File: config.mk
export PLATFORM = sky130hd
export DESIGN_NAME = lstis_core
export DESIGN_NICKNAME = d
export VERILOG_FILES = /design/src/lstis_pkg.sv /design/src/lstis_core.sv
export VERILOG_INCLUDE_DIRS = /design/src /design/src/src
export SDC_FILE = /design/constraint.sdc
export NUM_CORES = 1
export LEC_CHECK = 0
export ABC_AREA = 1
export BUFFER_PORTS_ARGS = -buffer_cell sky130_fd_sc_hd__buf_2
export CAP_MARGIN = 20
export CELL_PAD_IN_SITES_DETAIL_PLACEMENT = 1
export CELL_PAD_IN_SITES_GLOBAL_PLACEMENT = 1
export CORE_MARGIN = 4
export CORE_UTILIZATION = 32
export DETAILED_ROUTE_END_ITERATION = 16
export GPL_TIMING_DRIVEN = 0
export HOLD_SLACK_MARGIN = 0.02
export PLACE_DENSITY_LB_ADDON = 0.1
export SLEW_MARGIN = 20
export SYNTH_ARGS = -nofsm -noshare
export SYNTH_HDL_FRONTEND = slang
export SYNTH_SLANG_ARGS = --single-unit
File: constraint.sdc
create_clock -name aclk -period 1.25 [get_ports aclk]
set_input_delay 0.25 -clock aclk [delete_from_list [all_inputs] [get_ports aclk]]
set_output_delay 0.25 -clock aclk [all_outputs]
set_load 0.005 [all_outputs]
File: src/lstis_regs.svh
`ifndef LSTIS_REGS_SVH
`define LSTIS_REGS_SVH

// Register byte addresses
`define LSTIS_TAP_SNAPSHOT_OFS 16'hF060
`define LSTIS_SEL_OFS          16'hF064
`define LSTIS_IRQ_STATUS_OFS   16'hF068
`define LSTIS_IRQ_MASK_OFS     16'hF06C

// Reset values
`define LSTIS_SEL_RST          16'h0630
`define LSTIS_CHAIN_RST        15'h0000
`define LSTIS_IRQ_MASK_RST     3'h0

// Writable bits of the selection register
`define LSTIS_SEL_WMASK        16'h0777

// Field positions
`define LSTIS_IRQ0_SEL_LSB     0
`define LSTIS_IRQ1_SEL_LSB     4
`define LSTIS_IRQ2_SEL_LSB     8
`define LSTIS_SEL_W            3

// Chain layout: bit 0 toggles at 16 kHz, tap_128hz is bit 7, tap_1hz bit 14
`define LSTIS_CHAIN_W          15
`define LSTIS_TAP_LSB          7
`define LSTIS_TAP_W            8
`define LSTIS_LINES            3

// Bus responses
`define LSTIS_RESP_OKAY        2'h0
`define LSTIS_RESP_SLVERR      2'h2

`endif

File: src/lstis_pkg.sv
`default_nettype none

package lstis_pkg;

    typedef struct packed {
        logic [4:0] rsv_hi;
        logic [2:0] irq2_tap_sel;
        logic       rsv1;
        logic [2:0] irq1_tap_sel;
        logic       rsv0;
        logic [2:0] irq0_tap_sel;
    } lstis_sel_type;

    typedef struct packed {
        logic        valid;
        logic [15:0] addr;
    } lstis_addr_hold_type;

    typedef struct packed {
        logic        valid;
        logic [31:0] data;
        logic [3:0]  strb;
    } lstis_data_hold_type;

endpackage : lstis_pkg

`default_nettype wire

File: src/lstis_core.sv
// Overview of operation
// RQ1: Three 3-bit tap selectors sit at bits 2..0, 6..4, 10..8.
// RQ2: Code 0 picks 128 Hz tap, each higher code halves, 7 picks 1 Hz.
// RQ3: Selection register resets to 0630: 128 Hz, 16 Hz, 2 Hz.
// RQ4: Changing a selection may raise a request at once on a falling edge.
// RQ5: After reset the chain counts from zero on low-speed clock falling edges.
// RQ6: Each line requests on every falling edge of its selected tap.
// RQ7: Reading the snapshot register returns current 128 Hz..1 Hz tap levels.
// RQ8: Software reads snapshot twice and accepts only matching values.
// RQ9: Any snapshot write resets the chain, forcing all taps to zero.
// RQ10: A selected tap dropping through that reset also raises a request.
// RQ11: Software masks requests, writes snapshot, then clears caused requests.
// RQ12: Request flag is set one cycle after the edge; software waits.
// RQ13: Snapshot bit 0 is 128 Hz tap, up to 1 Hz tap at bit 7.
// RQ14: A snapshot write clears it whatever data is written.
// RQ15: Chain derives taps by successive halving of the low-speed clock.
// RQ16: Each detected falling edge gives one single-cycle request pulse.
//
// Implementation choice: the AXI4-Lite interface to the registers.
`default_nettype none

`include "lstis_regs.svh"

module lstis_core #(
    parameter int ADDR_W = 16
) (
    input  wire logic              aclk,
    input  wire logic              aresetn,
    input  wire logic              low_speed_clock,
    input  wire logic [ADDR_W-1:0] s_axi_awaddr,
    input  wire logic              s_axi_awvalid,
    output var  logic              s_axi_awready,
    input  wire logic [31:0]       s_axi_wdata,
    input  wire logic [3:0]        s_axi_wstrb,
    input  wire logic              s_axi_wvalid,
    output var  logic              s_axi_wready,
    output var  logic [1:0]        s_axi_bresp,
    output var  logic              s_axi_bvalid,
    input  wire logic              s_axi_bready,
    input  wire logic [ADDR_W-1:0] s_axi_araddr,
    input  wire logic              s_axi_arvalid,
    output var  logic              s_axi_arready,
    output var  logic [31:0]       s_axi_rdata,
    output var  logic [1:0]        s_axi_rresp,
    output var  logic              s_axi_rvalid,
    input  wire logic              s_axi_rready,
    output var  logic [2:0]        irq_req,
    output var  logic              irq
);

    // Bus state
    lstis_pkg::lstis_addr_hold_type aw_reg;
    lstis_pkg::lstis_addr_hold_type aw_next;
    lstis_pkg::lstis_data_hold_type w_reg;
    lstis_pkg::lstis_data_hold_type w_next;
    logic        awready_reg;
    logic        awready_next;
    logic        wready_reg;
    logic        wready_next;
    logic        bvalid_reg;
    logic        bvalid_next;
    logic [1:0]  bresp_reg;
    logic [1:0]  bresp_next;
    logic        arready_reg;
    logic        arready_next;
    logic        rvalid_reg;
    logic        rvalid_next;
    logic [31:0] rdata_reg;
    logic [31:0] rdata_next;
    logic [1:0]  rresp_reg;
    logic [1:0]  rresp_next;

    // Block state
    lstis_pkg::lstis_sel_type sel_reg;
    lstis_pkg::lstis_sel_type sel_next;
    logic [`LSTIS_CHAIN_W-1:0] chain_reg;
    logic [`LSTIS_CHAIN_W-1:0] chain_next;
    logic                      low_speed_clock_prev_reg;
    logic [`LSTIS_LINES-1:0]   tap_prev_reg;
    logic [`LSTIS_LINES-1:0]   tap_cur;
    logic [`LSTIS_LINES-1:0]   fall;
    logic [`LSTIS_LINES-1:0]   irq_req_reg;
    logic [`LSTIS_LINES-1:0]   status_reg;
    logic [`LSTIS_LINES-1:0]   status_next;
    logic [`LSTIS_LINES-1:0]   mask_reg;
    logic [`LSTIS_LINES-1:0]   mask_next;
    logic                      irq_reg;
    logic                      irq_next;

    logic                    commit;
    logic                    snap_wr;
    logic [`LSTIS_LINES-1:0] w1c;
    logic [`LSTIS_TAP_W-1:0] taps;
    logic                    ls_fall;
    logic [15:0]             sel_wdata;

    assign taps    = chain_reg[`LSTIS_TAP_LSB +: `LSTIS_TAP_W]; // [RQ13] [RQ7]
    assign ls_fall = low_speed_clock_prev_reg & ~low_speed_clock;
    // Write commits only once both halves are held and no response is pending
    assign commit  = aw_reg.valid & w_reg.valid & ~bvalid_reg;

    // Selected tap per line
    always_comb begin
        tap_cur[0] = taps[sel_reg.irq0_tap_sel]; // [RQ2]
        tap_cur[1] = taps[sel_reg.irq1_tap_sel]; // [RQ2]
        tap_cur[2] = taps[sel_reg.irq2_tap_sel]; // [RQ2]
        // Previous level is of whichever tap was selected, so a new selection counts
        fall = tap_prev_reg & ~tap_cur; // [RQ6] [RQ4] [RQ10]
    end

    // Bus channel logic
    always_comb begin
        aw_next      = aw_reg;
        w_next       = w_reg;
        bvalid_next  = bvalid_reg;
        bresp_next   = bresp_reg;
        rvalid_next  = rvalid_reg;
        rdata_next   = rdata_reg;
        rresp_next   = rresp_reg;
        snap_wr      = 1'b0;
        w1c          = '0;
        sel_wdata    = sel_reg;
        mask_next    = mask_reg;
        sel_next     = sel_reg;
        if (s_axi_awvalid && awready_reg) begin
            aw_next.valid = 1'b1;
            aw_next.addr  = s_axi_awaddr[15:0];
        end
        if (s_axi_wvalid && wready_reg) begin
            w_next.valid = 1'b1;
            w_next.data  = s_axi_wdata;
            w_next.strb  = s_axi_wstrb;
        end
        if (s_axi_bvalid && s_axi_bready) begin
            bvalid_next = 1'b0;
        end
        if (commit) begin
            aw_next.valid = 1'b0;
            w_next.valid  = 1'b0;
            bvalid_next   = 1'b1;
            bresp_next    = `LSTIS_RESP_OKAY;
            case (aw_reg.addr)
                `LSTIS_TAP_SNAPSHOT_OFS: begin
                    snap_wr = 1'b1; // [RQ9] [RQ14]
                end
                `LSTIS_SEL_OFS: begin
                    if (w_reg.strb[0]) begin
                        sel_wdata[7:0] = w_reg.data[7:0];
                    end
                    if (w_reg.strb[1]) begin
                        sel_wdata[15:8] = w_reg.data[15:8];
                    end
                    sel_next = sel_wdata & `LSTIS_SEL_WMASK; // [RQ1]
                end
                `LSTIS_IRQ_STATUS_OFS: begin
                    if (w_reg.strb[0]) begin
                        w1c = w_reg.data[`LSTIS_LINES-1:0];
                    end
                end
                `LSTIS_IRQ_MASK_OFS: begin
                    if (w_reg.strb[0]) begin
                        mask_next = w_reg.data[`LSTIS_LINES-1:0];
                    end
                end
                default: begin
                    bresp_next = `LSTIS_RESP_SLVERR;
                end
            endcase
        end
        awready_next = ~aw_next.valid;
        wready_next  = ~w_next.valid;
        if (s_axi_rvalid && s_axi_rready) begin
            rvalid_next = 1'b0;
        end
        if (s_axi_arvalid && arready_reg) begin
            rvalid_next = 1'b1;
            rresp_next  = `LSTIS_RESP_OKAY;
            rdata_next  = '0;
            case (s_axi_araddr[15:0])
                `LSTIS_TAP_SNAPSHOT_OFS: begin
                    rdata_next[`LSTIS_TAP_W-1:0] = taps; // [RQ7]
                end
                `LSTIS_SEL_OFS: begin
                    rdata_next[15:0] = sel_reg;
                end
                `LSTIS_IRQ_STATUS_OFS: begin
                    rdata_next[`LSTIS_LINES-1:0] = status_reg;
                end
                `LSTIS_IRQ_MASK_OFS: begin
                    rdata_next[`LSTIS_LINES-1:0] = mask_reg;
                end
                default: begin
                    rresp_next = `LSTIS_RESP_SLVERR;
                end
            endcase
        end
        arready_next = ~rvalid_next;
    end

    // Divider chain and request logic
    always_comb begin
        chain_next = chain_reg;
        if (snap_wr) begin
            // Clear wins over a coincident count so every tap reads zero after it
            chain_next = `LSTIS_CHAIN_RST; // [RQ9]
        end else if (ls_fall) begin
            chain_next = chain_reg + `LSTIS_CHAIN_W'(1); // [RQ5] [RQ15]
        end
        // A new edge wins over a clear in the same cycle
        status_next = (status_reg & ~w1c) | fall;
        irq_next    = |(status_next & mask_next);
    end

    always_ff @(posedge aclk) begin
        if (!aresetn) begin
            aw_reg         <= '0;
            w_reg          <= '0;
            awready_reg    <= 1'b0;
            wready_reg     <= 1'b0;
            bvalid_reg     <= 1'b0;
            bresp_reg      <= `LSTIS_RESP_OKAY;
            arready_reg    <= 1'b0;
            rvalid_reg     <= 1'b0;
            rdata_reg      <= '0;
            rresp_reg      <= `LSTIS_RESP_OKAY;
            sel_reg        <= `LSTIS_SEL_RST; // [RQ3]
            chain_reg      <= `LSTIS_CHAIN_RST; // [RQ5]
            low_speed_clock_prev_reg <= 1'b0;
            tap_prev_reg   <= '0;
            irq_req_reg    <= '0;
            status_reg     <= '0;
            mask_reg       <= `LSTIS_IRQ_MASK_RST;
            irq_reg        <= 1'b0;
        end else begin
            aw_reg         <= aw_next;
            w_reg          <= w_next;
            awready_reg    <= awready_next;
            wready_reg     <= wready_next;
            bvalid_reg     <= bvalid_next;
            bresp_reg      <= bresp_next;
            arready_reg    <= arready_next;
            rvalid_reg     <= rvalid_next;
            rdata_reg      <= rdata_next;
            rresp_reg      <= rresp_next;
            sel_reg        <= sel_next;
            chain_reg      <= chain_next;
            low_speed_clock_prev_reg <= low_speed_clock;
            tap_prev_reg   <= tap_cur;
            irq_req_reg    <= fall; // [RQ16] [RQ12]
            status_reg     <= status_next;
            mask_reg       <= mask_next;
            irq_reg        <= irq_next;
        end
    end

    assign s_axi_awready = awready_reg;
    assign s_axi_wready  = wready_reg;
    assign s_axi_bvalid  = bvalid_reg;
    assign s_axi_bresp   = bresp_reg;
    assign s_axi_arready = arready_reg;
    assign s_axi_rvalid  = rvalid_reg;
    assign s_axi_rdata   = rdata_reg;
    assign s_axi_rresp   = rresp_reg;
    assign irq_req       = irq_req_reg;
    assign irq           = irq_reg;

endmodule : lstis_core

`default_nettype wire

## Word-level counts from Yosys, hierarchy flattened

Index checks and enable logic that the tools add are counted.

| cells by class | value |
|---|---|
| add/sub/neg operators | 1 |
| $lt $le $gt $ge | 3 |
| equal/unequal tests | 8 |
| mux-type cells | 27 |
| bitwise gates (word level) | 15 |
| reduce and logical (&&, ||, !) cells | 12 |

Operator list:

| kind | count |
|---|---|
| $eq A16 B16 Y1 const B | 8 |
| $mux W37 | 1 |
| $mux W3 | 7 |
| $mux W17 | 1 |
| $add A15 B1 Y15 const B | 1 |
| $lt A3 B4 Y1 const B | 3 |
| $pmux W3 S4 | 1 |
| $mux W1 | 11 |
| $pmux W5 S2 | 1 |
| $and A3 B3 Y3 | 3 |
| $bmux W1 S3 | 3 |
| $reduce_or A4 Y1 | 2 |
| $not A1 Y1 | 6 |
| $not A3 Y3 | 2 |
| $reduce_and A3 Y1 | 2 |
| $logic_and A1 B1 Y1 | 5 |
| $mux W2 | 2 |
| $and A1 B1 Y1 | 3 |
| $or A3 B3 Y3 | 1 |
| $reduce_or A3 Y1 | 1 |
| $reduce_bool A2 Y1 | 1 |
| $reduce_or A2 Y1 | 1 |

| storage, ports and cells | value |
|---|---|
| bits in registers | 117 |
| input bits | 76 |
| logic and storage cells | 89 |

## Longest topological paths before layout

Gate-level depths: netlist of the first run.

| logic depth | value |
|---|---|
| depth after elaboration | 8 |
| mapped depth | 11 |
| gate-level depth less buffers | 11 |

## Least setup slack after synthesis of the first run

No wires, ideal clock.

| path | value |
|---|---|
| path type | flip-flop to flip-flop |
| start point | reg chain_reg[0] |
| end point | reg chain_reg[10] |
| arrival | 1133 ps |
| setup slack | 3 ps |
| stages on the path, launching flop included | 8 |
| buffers on the path | 0 |
| period minus slack after synthesis | 1247 ps |
| path through | dfxtp_1 -> ha_1 -> nand3_2 -> nor2_1 -> nand2_2 -> nor2_4 -> xor2_1 -> nor2_1 |

| on the way | value |
|---|---|
| longest elaborated chain between the ends | 1 |

RTL lines:

| item | RTL line | text |
|---|---|---|
| from (decl) | lstis_core.sv:76 | `` logic [`LSTIS_CHAIN_W-1:0] chain_reg; `` |
| from (signal assigned) | lstis_core.sv:227 | `` chain_reg <= `LSTIS_CHAIN_RST; `` |
| from (signal assigned) | lstis_core.sv:246 | `chain_reg <= chain_next;` |
| $add A15 B1 Y15 | lstis_core.sv:207 | `` chain_next = chain_reg + `LSTIS_CHAIN_W'(1); `` |

No other way between the ends.
A chain may end at the register's enable or synchronous reset.

## Worst setup path in the final report of the first run

| path | value |
|---|---|
| start point | reg aw_reg[8] in the netlist's numbering |
| end point | reg chain_reg[7] |

| on the way | value |
|---|---|
| longest elaborated chain between the ends | 4 |

RTL lines:

| item | RTL line | text |
|---|---|---|
| from (decl) | lstis_core.sv:52 | `lstis_pkg::lstis_addr_hold_type aw_reg;` |
| from (signal assigned) | lstis_core.sv:235 | `aw_reg <= aw_next;` |
| $eq A16 B16 Y1 | lstis_core.sv:142 | `case (aw_reg.addr)` |
| $mux W1 | lstis_core.sv:142 |  |
| $mux W1 | lstis_core.sv:137 | `if (commit) begin` |
| $reduce_or A2 Y1 (no source line) | -- |  |

No other way between the ends.

==> results of run 1 <==
==> layer usage <==
layer	global-route usage (%)	vias up	routed length (um)
met4	5.80	0	180
met1	20.1	1774	5320
met3	2.64	12	441
met2	27.8	77	5550
met5	0	-	0
li1	-	2025	-
==> synthesized netlist by cell type, types with 4 or more instances <==
master	number
dfxtp_1	85
clkbuf_1	6
o211ai_1	7
nor2_1	85
a21oi_1	37
nand3b_1	4
buf_4	24
nand2_2	6
buf_2	5
nand4_1	5
xor2_1	4
inv_1	70
nand3_1	51
nand2_1	122
o21ai_0	39
nor3_1	5
nor2_4	6
==> repair_timing <==
action                                  CTS  global route
buffers inserted                          7             4
endpoints found under the setup margin   55            59
gates cloned                              1             0
pin swaps                                 8            14
gates resized for setup                  35            68
==> area by class of cell <==
cell class	instances	area share (%)
multi-input combinational	404	38.5
sequential	85	32.4
timing repair buffer	84	8.67
inverter	72	5.24
buffer	36	4.65
clock buffer	11	4.56
tap	168	3.95
clock inverter	5	2.02
==> report_power, final <==
group | internal [mW] | switching [mW]
Sequential | 2.81 | 0.0658
Clock | 2.02 | 1.13
Combinational | 0.246 | 0.322
==> cells by family (layout without fill, tap and decap cells) <==
family,count (synthesis),after routing,synth area share (%)
AOI/OAI and AO/OA,86,86,11.6
xor gates and xnor gates,5,5,1.09
adders and majority gates,1,1,0.313
buffers and inverters,109,208,12.8
DFF,85,85,42.5
other,1,23,0.0937
and+or+nand+nor,289,289,31.6
==> worst max-delay path by stage <==
stage                                  to  cells after the start  slack [ps]                 startpoint
3_5_place_dp        w_reg[4]$_SDFFE_PN0P_                      5        -420                    aresetn
2_1_floorplan  chain_reg[10]$_SDFFE_PP0P_                      7           3  chain_reg[0]$_SDFFE_PP0P_
6_report        chain_reg[7]$_SDFFE_PP0P_                      9        -120     aw_reg[8]$_SDFFE_PN0P_
3_3_place_gp        w_reg[4]$_SDFFE_PN0P_                      5        -420                    aresetn
5_1_grt         chain_reg[7]$_SDFFE_PP0P_                      8        -230    aw_reg[15]$_SDFFE_PN0P_
4_1_cts         chain_reg[9]$_SDFFE_PP0P_                      9        -180     aw_reg[8]$_SDFFE_PN0P_
==> per-stage QoR <==
step                      instance area [um2]  utilization, %  instances  setup WS, ps  hold slack [ps]
after floorplan                          4090               -        598          2.52              348
after global placement                   4660            38.4        838          -424              442
after detailed placement                 4660            38.4        838          -420              449
after CTS                                5130            42.4        861          -177              153
after global routing                     5320            44.0        865          -225              164
final                                    5320            44.0        865          -118              158
==> worst max-delay path, delay by kind of cell, from the launching register on <==
kind            cells  cell delay (ps)
flops               1              310
simple gates        6              460
buf+inv             2              240
compound gates      1              230
==> results.sh, run 1 <==
export IMPL_r2r_end="chain_reg[7]$_SDFFE_PP0P_"
export IMPL_ios=121
export IMPL_antenna_found_initial=0
export IMPL_power_density_mw_per_mm2=1240
export IMPL_multi_input_area_mm2=0.00205
export IMPL_htree_levels=3
export IMPL_total_power_mw=6.59
export IMPL_row_count=40
export IMPL_regArea_mm2=0.00172
export IMPL_max_stage_delay_ps=310
export IMPL_maxCapViolCount=0
export IMPL_grt_max_degree=20
export IMPL_rrSetupSlack_ps=-120
export IMPL_cts_tree="done"
export IMPL_start_kind="register"
export IMPL_syn_to_final_growth_pct=33.0
export IMPL_synth_cell_area_mm2=0.00400
export IMPL_whs_path_depth=3
export IMPL_syn_avg_cell_area_um2=6.95
export IMPL_routed_wl_mm=11.5
export IMPL_diodes=0
export IMPL_drive_above_1_share_pct=32.0
export IMPL_synth_top_area_cell="dfxtp_1"
export IMPL_cts_sinks=85
export IMPL_fillers=1593
export IMPL_timing_fmax_ghz=0.731
export IMPL_grt_total_usage_pct=16.1
export IMPL_cts_buffer_depth=2
export IMPL_path_cells="inv_2 -> nand2_2 -> nor2_1 -> nand2_2 -> nor2_4 -> nand2_2 -> o21ai_4 -> buf_6 -> nor2_1"
export IMPL_layout_cells_most_common="nand2_1"
export IMPL_largest_reg_flops=17
export IMPL_vias=3888
export IMPL_cp_required_ps=1480
export IMPL_drtPass1Iterations=4
export IMPL_dr_first_iter_drc_count=108
export IMPL_peakVddDrop_mv=0.656
export IMPL_fp_dieArea_mm2=0.0144
export IMPL_violations="negative setup slack"
export IMPL_hold_end="aw_reg[14]$_SDFFE_PN0P_"
export IMPL_io_buffers=72
export IMPL_routed_via_density=4.49
export IMPL_clk_latency_ps=340
export IMPL_overflow=0
export IMPL_seq_area_frac_synth_pct=42.5
export IMPL_synth_edf_count=0
export IMPL_fin_nets=769
export IMPL_cp_arrival_ps=1600
export IMPL_final_cell_mix="nand2_1 (115), buf_2 (76), nor2_1 (73)"
export IMPL_path_class="register to register"
export IMPL_slew_headroom_pct=65.9
export IMPL_setup_slack_ps=-118
export IMPL_hold_viol=0
export IMPL_root_buffer="clkbuf_16"
export IMPL_die_y_um=120
export IMPL_synth_cells=576
export IMPL_numCtsBuffers=9
export IMPL_ys_warn_count=0
export IMPL_worst_slew_pin_slew_ps=511
export IMPL_drtAntennaViolNets=0
export IMPL_drc=0
export IMPL_outcome="finished, violations left"
export IMPL_finalClockSkew_ps=6.27
export IMPL_hpwlAfterDp_mm=8.86
export IMPL_cpMostUsedCell="nand2_2"
export IMPL_async_flop_share_pct=0
export IMPL_finalMaxSlewViolations=0
export IMPL_grt_pass1_wl_mm=18.8
export IMPL_worstPathMaxFanout=5
export IMPL_reg2reg_from="aw_reg[8]$_SDFFE_PN0P_"
export IMPL_min_path_type="input pin to register"
export IMPL_slowest_stage="dfxtp_1"
export IMPL_rsz0062_at_grt="yes"
export IMPL_synth_flop_cell="dfxtp_1"
export IMPL_fin_crit_sh_pct=109
export IMPL_gp_congestion=0.842
export IMPL_post_drt_wl_per_cell_um=13.3
export IMPL_core_area_mm2=0.0121
export IMPL_hold_buffers=0
export IMPL_start_util_pct=33.0
export IMPL_fin_crit_ps=1370
export IMPL_synth_seq_cells=85
export IMPL_ys_top_cells_by_area="dfxtp_1 (43%), nand2_1 (11%), nor2_1 (8.0%), inv_1 (6.6%), nand3_1 (6.4%)"
export IMPL_yosys_area_top_type_share_pct=42.5
export IMPL_die_x_um=120
export IMPL_clk_pin_slew_ps=70
export IMPL_leakagePower_nw=2.52
export IMPL_endpoint_kind="register"
export IMPL_grt_pass1_vias=3943
export IMPL_setup_viol=22
export IMPL_hp_start="s_axi_awaddr[14]"
export IMPL_synth_cell_types=29
export IMPL_setup_tns_final_ps=-1890
export IMPL_r2r_cells=9
Note: power is estimated with default switching activity, not from simulation.
==> inputs of run 2 (changes only) <==
Settings changed: CORE_UTILIZATION 32 to 36.
Clock period 1.25 ns to 1.4 ns, I/O delays scaled along.
==> run 2 against run 1 <==
Compared with the run above:
- total power is 20% lower
- count of clock-buffer cells in the layout stayed put
- global-route usage is 2.6 points higher
- sequential share of layout area is 0.90 points higher
- non-clock buffer count is 7 higher
- via count is 1.4% higher
- first-iteration DRC count is 6.5% higher
- the run still ends with negative setup slack left
- sequential cell count stayed put
- fmax is 3.9% lower
- highest routed layer unchanged
==> results.sh, run 2 (synthesis gave the netlist of run 1 again) <==
export IMPL_outcome="finished, violations left"
export IMPL_violations="negative setup slack"
export IMPL_fp_dieArea_mm2=0.0129
export IMPL_drc=0
export IMPL_wl_met1_mm=5.05
export IMPL_placed_cell_area_mm2=0.00462
export IMPL_dr_first_iter_drc_count=115
export IMPL_clk_latency_ps=370
export IMPL_antenna_found_initial=0
export IMPL_total_power_mw=5.25
export IMPL_final_core_util_pct=47.7
export IMPL_cts_sinks=85
export IMPL_worstPathMaxFanout=5
export IMPL_post_drt_wl_per_cell_um=13.9
export IMPL_hold_viol=0
export IMPL_hpwlAfterDp_mm=9.07
export IMPL_rsz0062_at_grt="yes"
export IMPL_start_util_pct=36.9
export IMPL_final_cell_mix="nand2_1 (118), nor2_1 (77), buf_2 (77)"
export IMPL_finalMaxSlewViolations=0
export IMPL_path_cells="inv_1 -> nand2_1 -> nor2_1 -> nand2_2 -> nor2_4 -> nand2_2 -> o21ai_4 -> buf_6 -> a21oi_2"
export IMPL_dpl_worst_slack_ps=-249
export IMPL_peakVddDrop_mv=0.456
export IMPL_die_y_um=113
export IMPL_largest_reg_flops=17
export IMPL_vias=3943
export IMPL_fin_crit_sh_pct=102
export IMPL_finalClockSkew_ps=8.94
export IMPL_core_area_mm2=0.0108
export IMPL_max_stage_delay_ps=330
export IMPL_cts_buffer_depth=2
export IMPL_syn_to_final_growth_pct=29.3
export IMPL_grt_total_usage_pct=18.6
export IMPL_wl_met3_um=532
export IMPL_cts_tree="done"
export IMPL_leakagePower_nw=2.49
export IMPL_fin_area_mm2=0.00518
export IMPL_grt_max_degree=14
export IMPL_setup_slack_ps=-23.7
export IMPL_gp_congestion=0.837
export IMPL_cp_num_buf_inv=2
export IMPL_overflow=0
export IMPL_crit_family="simple AND/OR/NAND/NOR gates"
export IMPL_cp_arrival_ps=1670
export IMPL_fin_nets=776
export IMPL_clk_pin_slew_ps=90
export IMPL_dp_cells=810
export IMPL_diodes=0
export IMPL_finalNonFillerCells=843
export IMPL_numCtsBuffers=9
export IMPL_row_count=38
export IMPL_htree_levels=3
export IMPL_drtAntennaViolNets=0
export IMPL_io_buffers=72
export IMPL_die_x_um=113
export IMPL_setup_viol=13
export IMPL_path_class="register to register"
export IMPL_maxCapViolCount=0
export IMPL_routed_via_density=4.68
export IMPL_worst_slew_pin_slew_ps=569
export IMPL_hold_buffers=0
export IMPL_grt_pass1_vias=4180
export IMPL_start_kind="register"
export IMPL_cpMostUsedCell="nand2_2"
export IMPL_min_path_type="input pin to register"
export IMPL_power_density_mw_per_mm2=1010
export IMPL_routed_wl_mm=11.7
export IMPL_root_buffer="clkbuf_8"
export IMPL_timing_fmax_ghz=0.702
export IMPL_fin_crit_ps=1420
export IMPL_drtPass1Iterations=4
export IMPL_cp_required_ps=1650
export IMPL_drive_above_1_share_pct=29.3
export IMPL_slew_headroom_pct=62.1
export IMPL_route_met2_wl_mm=5.88
export IMPL_endpoint_kind="register"
export IMPL_layout_cells_most_common="nand2_1"
export IMPL_slowest_stage="dfxtp_1"
export IMPL_ios=121
export IMPL_grt_pass1_wl_mm=19.3
export IMPL_dr_max_layer_used="met4"
==> run 2: cell types whose count changed in the layout (fill, tap and decap cells not counted), sizes merged <==
cell and change:
buf +7, clkinv -2, clkinvlp +1
==> run 2: timing repair <==
item / in CTS / in global routing
buffers inserted: 16 / 1
gates cloned: 1 / 0
pin swaps: 18 / 12
gates resized for setup: 34 / 38
endpoints found under the setup margin: 34 / 28
==> run 2: worst paths after layout <==
path                               start                         to  slack [ps]  cells after the start
setup / recovery  aw_reg[4]$_SDFFE_PN0P_  chain_reg[9]$_SDFFE_PP0P_         -20                      9
hold / removal          s_axi_awaddr[14]    aw_reg[14]$_SDFFE_PN0P_         160                      3
setup reg to reg  aw_reg[4]$_SDFFE_PN0P_  chain_reg[9]$_SDFFE_PP0P_         -20                      9
hold reg to reg    w_reg[1]$_SDFFE_PN0P_      w_reg[1]$_SDFFE_PN0P_         460                      2
==> run 2: per-layer routing <==
metal,GRT usage [%],up-vias
met5,0,-
met4,7.13,0
met3,3.55,17
met2,33.6,86
met1,21.8,1811
li1,-,2029
==> run 2: cell type report <==
| type | count | area [um2] |
|---|---|---|
| Tap cell | 140 | 175 |
| Clock buffer | 11 | 151 |
| Fill cell | 1453 | 5660 |
| Clock inverter | 4 | 95.1 |
| Timing Repair Buffer | 90 | 510 |
| Sequential cell | 85 | 1720 |
| Inverter | 72 | 278 |
| Multi-Input combinational cell | 404 | 2000 |
| Buffer | 37 | 243 |
==> run 2: report_power, final <==
group	internal (mW)	switching, mW	leakage (nW)
registers	2.51	0.0574	0.698
clock network	1.27	0.908	0.125
logic	0.219	0.288	1.66
==> run 2: worst register-to-register path, cell delays in order, from the launching register on <==
cell,delay [ps]
dfxtp_1,330
inv_1,80
nand2_1,60
nor2_1,120
nand2_2,80
nor2_4,100
nand2_2,80
o21ai_4,250
buf_6,170
a21oi_2,40
==> run 2: per-stage QoR <==
step / hold WS, ps / TNS, ps
floorplan: 378 / 0
global placement: 442 / -3880
detailed placement: 451 / -5810
CTS: 157 / -453
global route: 171 / -1830
finish: 157 / -131
==> inputs of run 3 (changes only) <==
Settings changed: PLACE_DENSITY set to 0.88, PLACE_DENSITY_LB_ADDON 0.1 to not set.
==> run 3 against run 2 <==
Compared with the run above:
- the flow still finishes with violations (negative setup slack)
- sequential share of layout area grew 0.29 points
- final area shrank 0.87%
- via count rose by 2.8%
- highest routed layer unchanged
- total power decreased by 10%
- critical path depth stayed put
- non-clock buffer count down 4
- worst hold slack got worse by 11 ps
- clock skew increased by 0.52 ps
==> results.sh, run 3 (synthesis gave the netlist of run 1 again) <==
export IMPL_cp_arrival_ps=1670
export IMPL_whs_path_depth=3
export IMPL_p_seq_share_pct=54.5
export IMPL_htree_levels=3
export IMPL_rsz0062_at_grt="yes"
export IMPL_largest_reg_flops=17
export IMPL_grt_max_degree=16
export IMPL_grt_pass1_vias=4190
export IMPL_dr_first_iter_drc_count=176
export IMPL_hold_viol=0
export IMPL_layout_cells_most_common="nand2_1"
export IMPL_power_density_mw_per_mm2=920
export IMPL_antenna_found_initial=0
export IMPL_slew_headroom_pct=56.3
export IMPL_ios=121
export IMPL_final_cell_mix="nand2_1 (115), buf_2 (77), nor2_1 (73)"
export IMPL_root_buffer="clkbuf_8"
export IMPL_io_buffers=72
export IMPL_switchingPower_mw=1.34
export IMPL_finalClockSkew_ps=9.46
export IMPL_leakagePower_nw=2.43
export IMPL_setup_viol=4
export IMPL_total_power_mw=4.72
export IMPL_overflow=0
export IMPL_gp_congestion=0.830
export IMPL_timing_fmax_ghz=0.713
export IMPL_path_class="register to register"
export IMPL_grt_pass1_wl_mm=19.1
export IMPL_routed_via_density=4.83
export IMPL_finalNonFillerCells=840
export IMPL_start_kind="register"
export IMPL_die_x_um=113
export IMPL_fin_crit_ps=1400
export IMPL_drtAntennaViolNets=0
export IMPL_numCtsBuffers=9
export IMPL_die_y_um=113
export IMPL_fin_nets=772
export IMPL_core_area_mm2=0.0108
export IMPL_row_count=38
export IMPL_holdWs_ps=145
export IMPL_violations="negative setup slack"
export IMPL_cp_required_ps=1670
export IMPL_cts_tree="done"
export IMPL_hold_buffers=0
export IMPL_dp_cells=810
export IMPL_setup_slack_ps=-3.35
export IMPL_cts_sinks=85
export IMPL_pwr_share_clk_pct=34.6
export IMPL_fin_crit_sh_pct=100
export IMPL_routed_wl_mm=12.4
export IMPL_start_util_pct=36.9
export IMPL_final_core_util_pct=47.3
export IMPL_cts_buffer_depth=2
export IMPL_drtPass1Iterations=7
export IMPL_drive_above_1_share_pct=31.7
export IMPL_worstPathMaxFanout=5
export IMPL_clk_latency_ps=380
export IMPL_clk_pin_slew_ps=90
export IMPL_outcome="finished, violations left"
export IMPL_grt_total_usage_pct=18.4
export IMPL_p_int_mw=3.38
export IMPL_worst_slew_pin_slew_ps=656
export IMPL_diodes=0
export IMPL_vias=4053
export IMPL_swShare_pct=28.4
export IMPL_endpoint_kind="register"
export IMPL_syn_to_final_growth_pct=28.2
export IMPL_peakVddDrop_mv=0.517
export IMPL_finalMaxSlewViolations=0
export IMPL_p_comb_share_pct=10.9
export IMPL_post_drt_wl_per_cell_um=14.7
export IMPL_hpwlAfterDp_mm=8.83
export IMPL_drc=0
export IMPL_min_path_type="input pin to register"
export IMPL_r2r_cells=9
export IMPL_dpl_worst_slack_ps=-246
export IMPL_maxCapViolCount=0
export IMPL_fp_dieArea_mm2=0.0129
==> run 3: critical path, stage by stage, from the launching register on <==
cell     delay (ps)
dfxtp_1         350
inv_2            80
nand2_1          60
nor2_2          110
nand2_2          70
nor2_4          100
nand2_2          90
o21ai_4         220
buf_6           170
nor2_1           40
==> run 3: path summary, 6_finish.rpt <==
kind,startpoint,endpoint,slack [ps]
max,aw_reg[7]$_SDFFE_PN0P_,chain_reg[10]$_SDFFE_PP0P_,-3
min,low_speed_clock,low_speed_clock_prev_reg$_SDFF_PN0_,150
max reg2reg,aw_reg[7]$_SDFFE_PN0P_,chain_reg[10]$_SDFFE_PP0P_,-3
min reg2reg,aw_reg[10]$_SDFFE_PN0P_,aw_reg[10]$_SDFFE_PN0P_,460
==> run 3: area by class of cell <==
class,instances,area [um2]
repair buffers,86,480
well taps,140,175
plain buffers,37,243
clock buffers,10,128
multi-input cells,404,2060
flip-flops and latches,85,1720
clock inverters,6,47.5
fillers,1448,5710
inverters,72,278
==> run 3: repair_timing <==
action	CTS	global route
gates cloned	1	0
gates resized for setup	30	61
setup buffers	8	5
pin swaps	9	25
setup endpoints to repair	26	36
==> run 3: metrics by stage <==
step	instance area [um2]	setup TNS (ps)
global placement	4620	-2800
detailed placement	4620	-5290
CTS	4940	-460
finish	5130	-7.78
floorplan	4090	0
global route	5130	-1390
==> run 3: power groups by stage <==
stage,Combinational (mW),Clock [mW],Sequential [mW]
floorplan,0.288,0,2.60
global placement,0.436,0,2.60
detailed placement,0.460,0,2.61
CTS,0.480,1.65,2.56
global route,0.581,1.77,2.58
finish,0.512,1.63,2.57
==> run 3: per-layer routing <==
layer | global-route usage (%) | vias to the layer above | part of all wire, %
met4 | 7.77 | 0 | 2.3
met5 | 0 | - | 0
met2 | 32.5 | 109 | 50
met1 | 21.7 | 1894 | 42
met3 | 3.40 | 27 | 5.1
li1 | - | 2023 | -
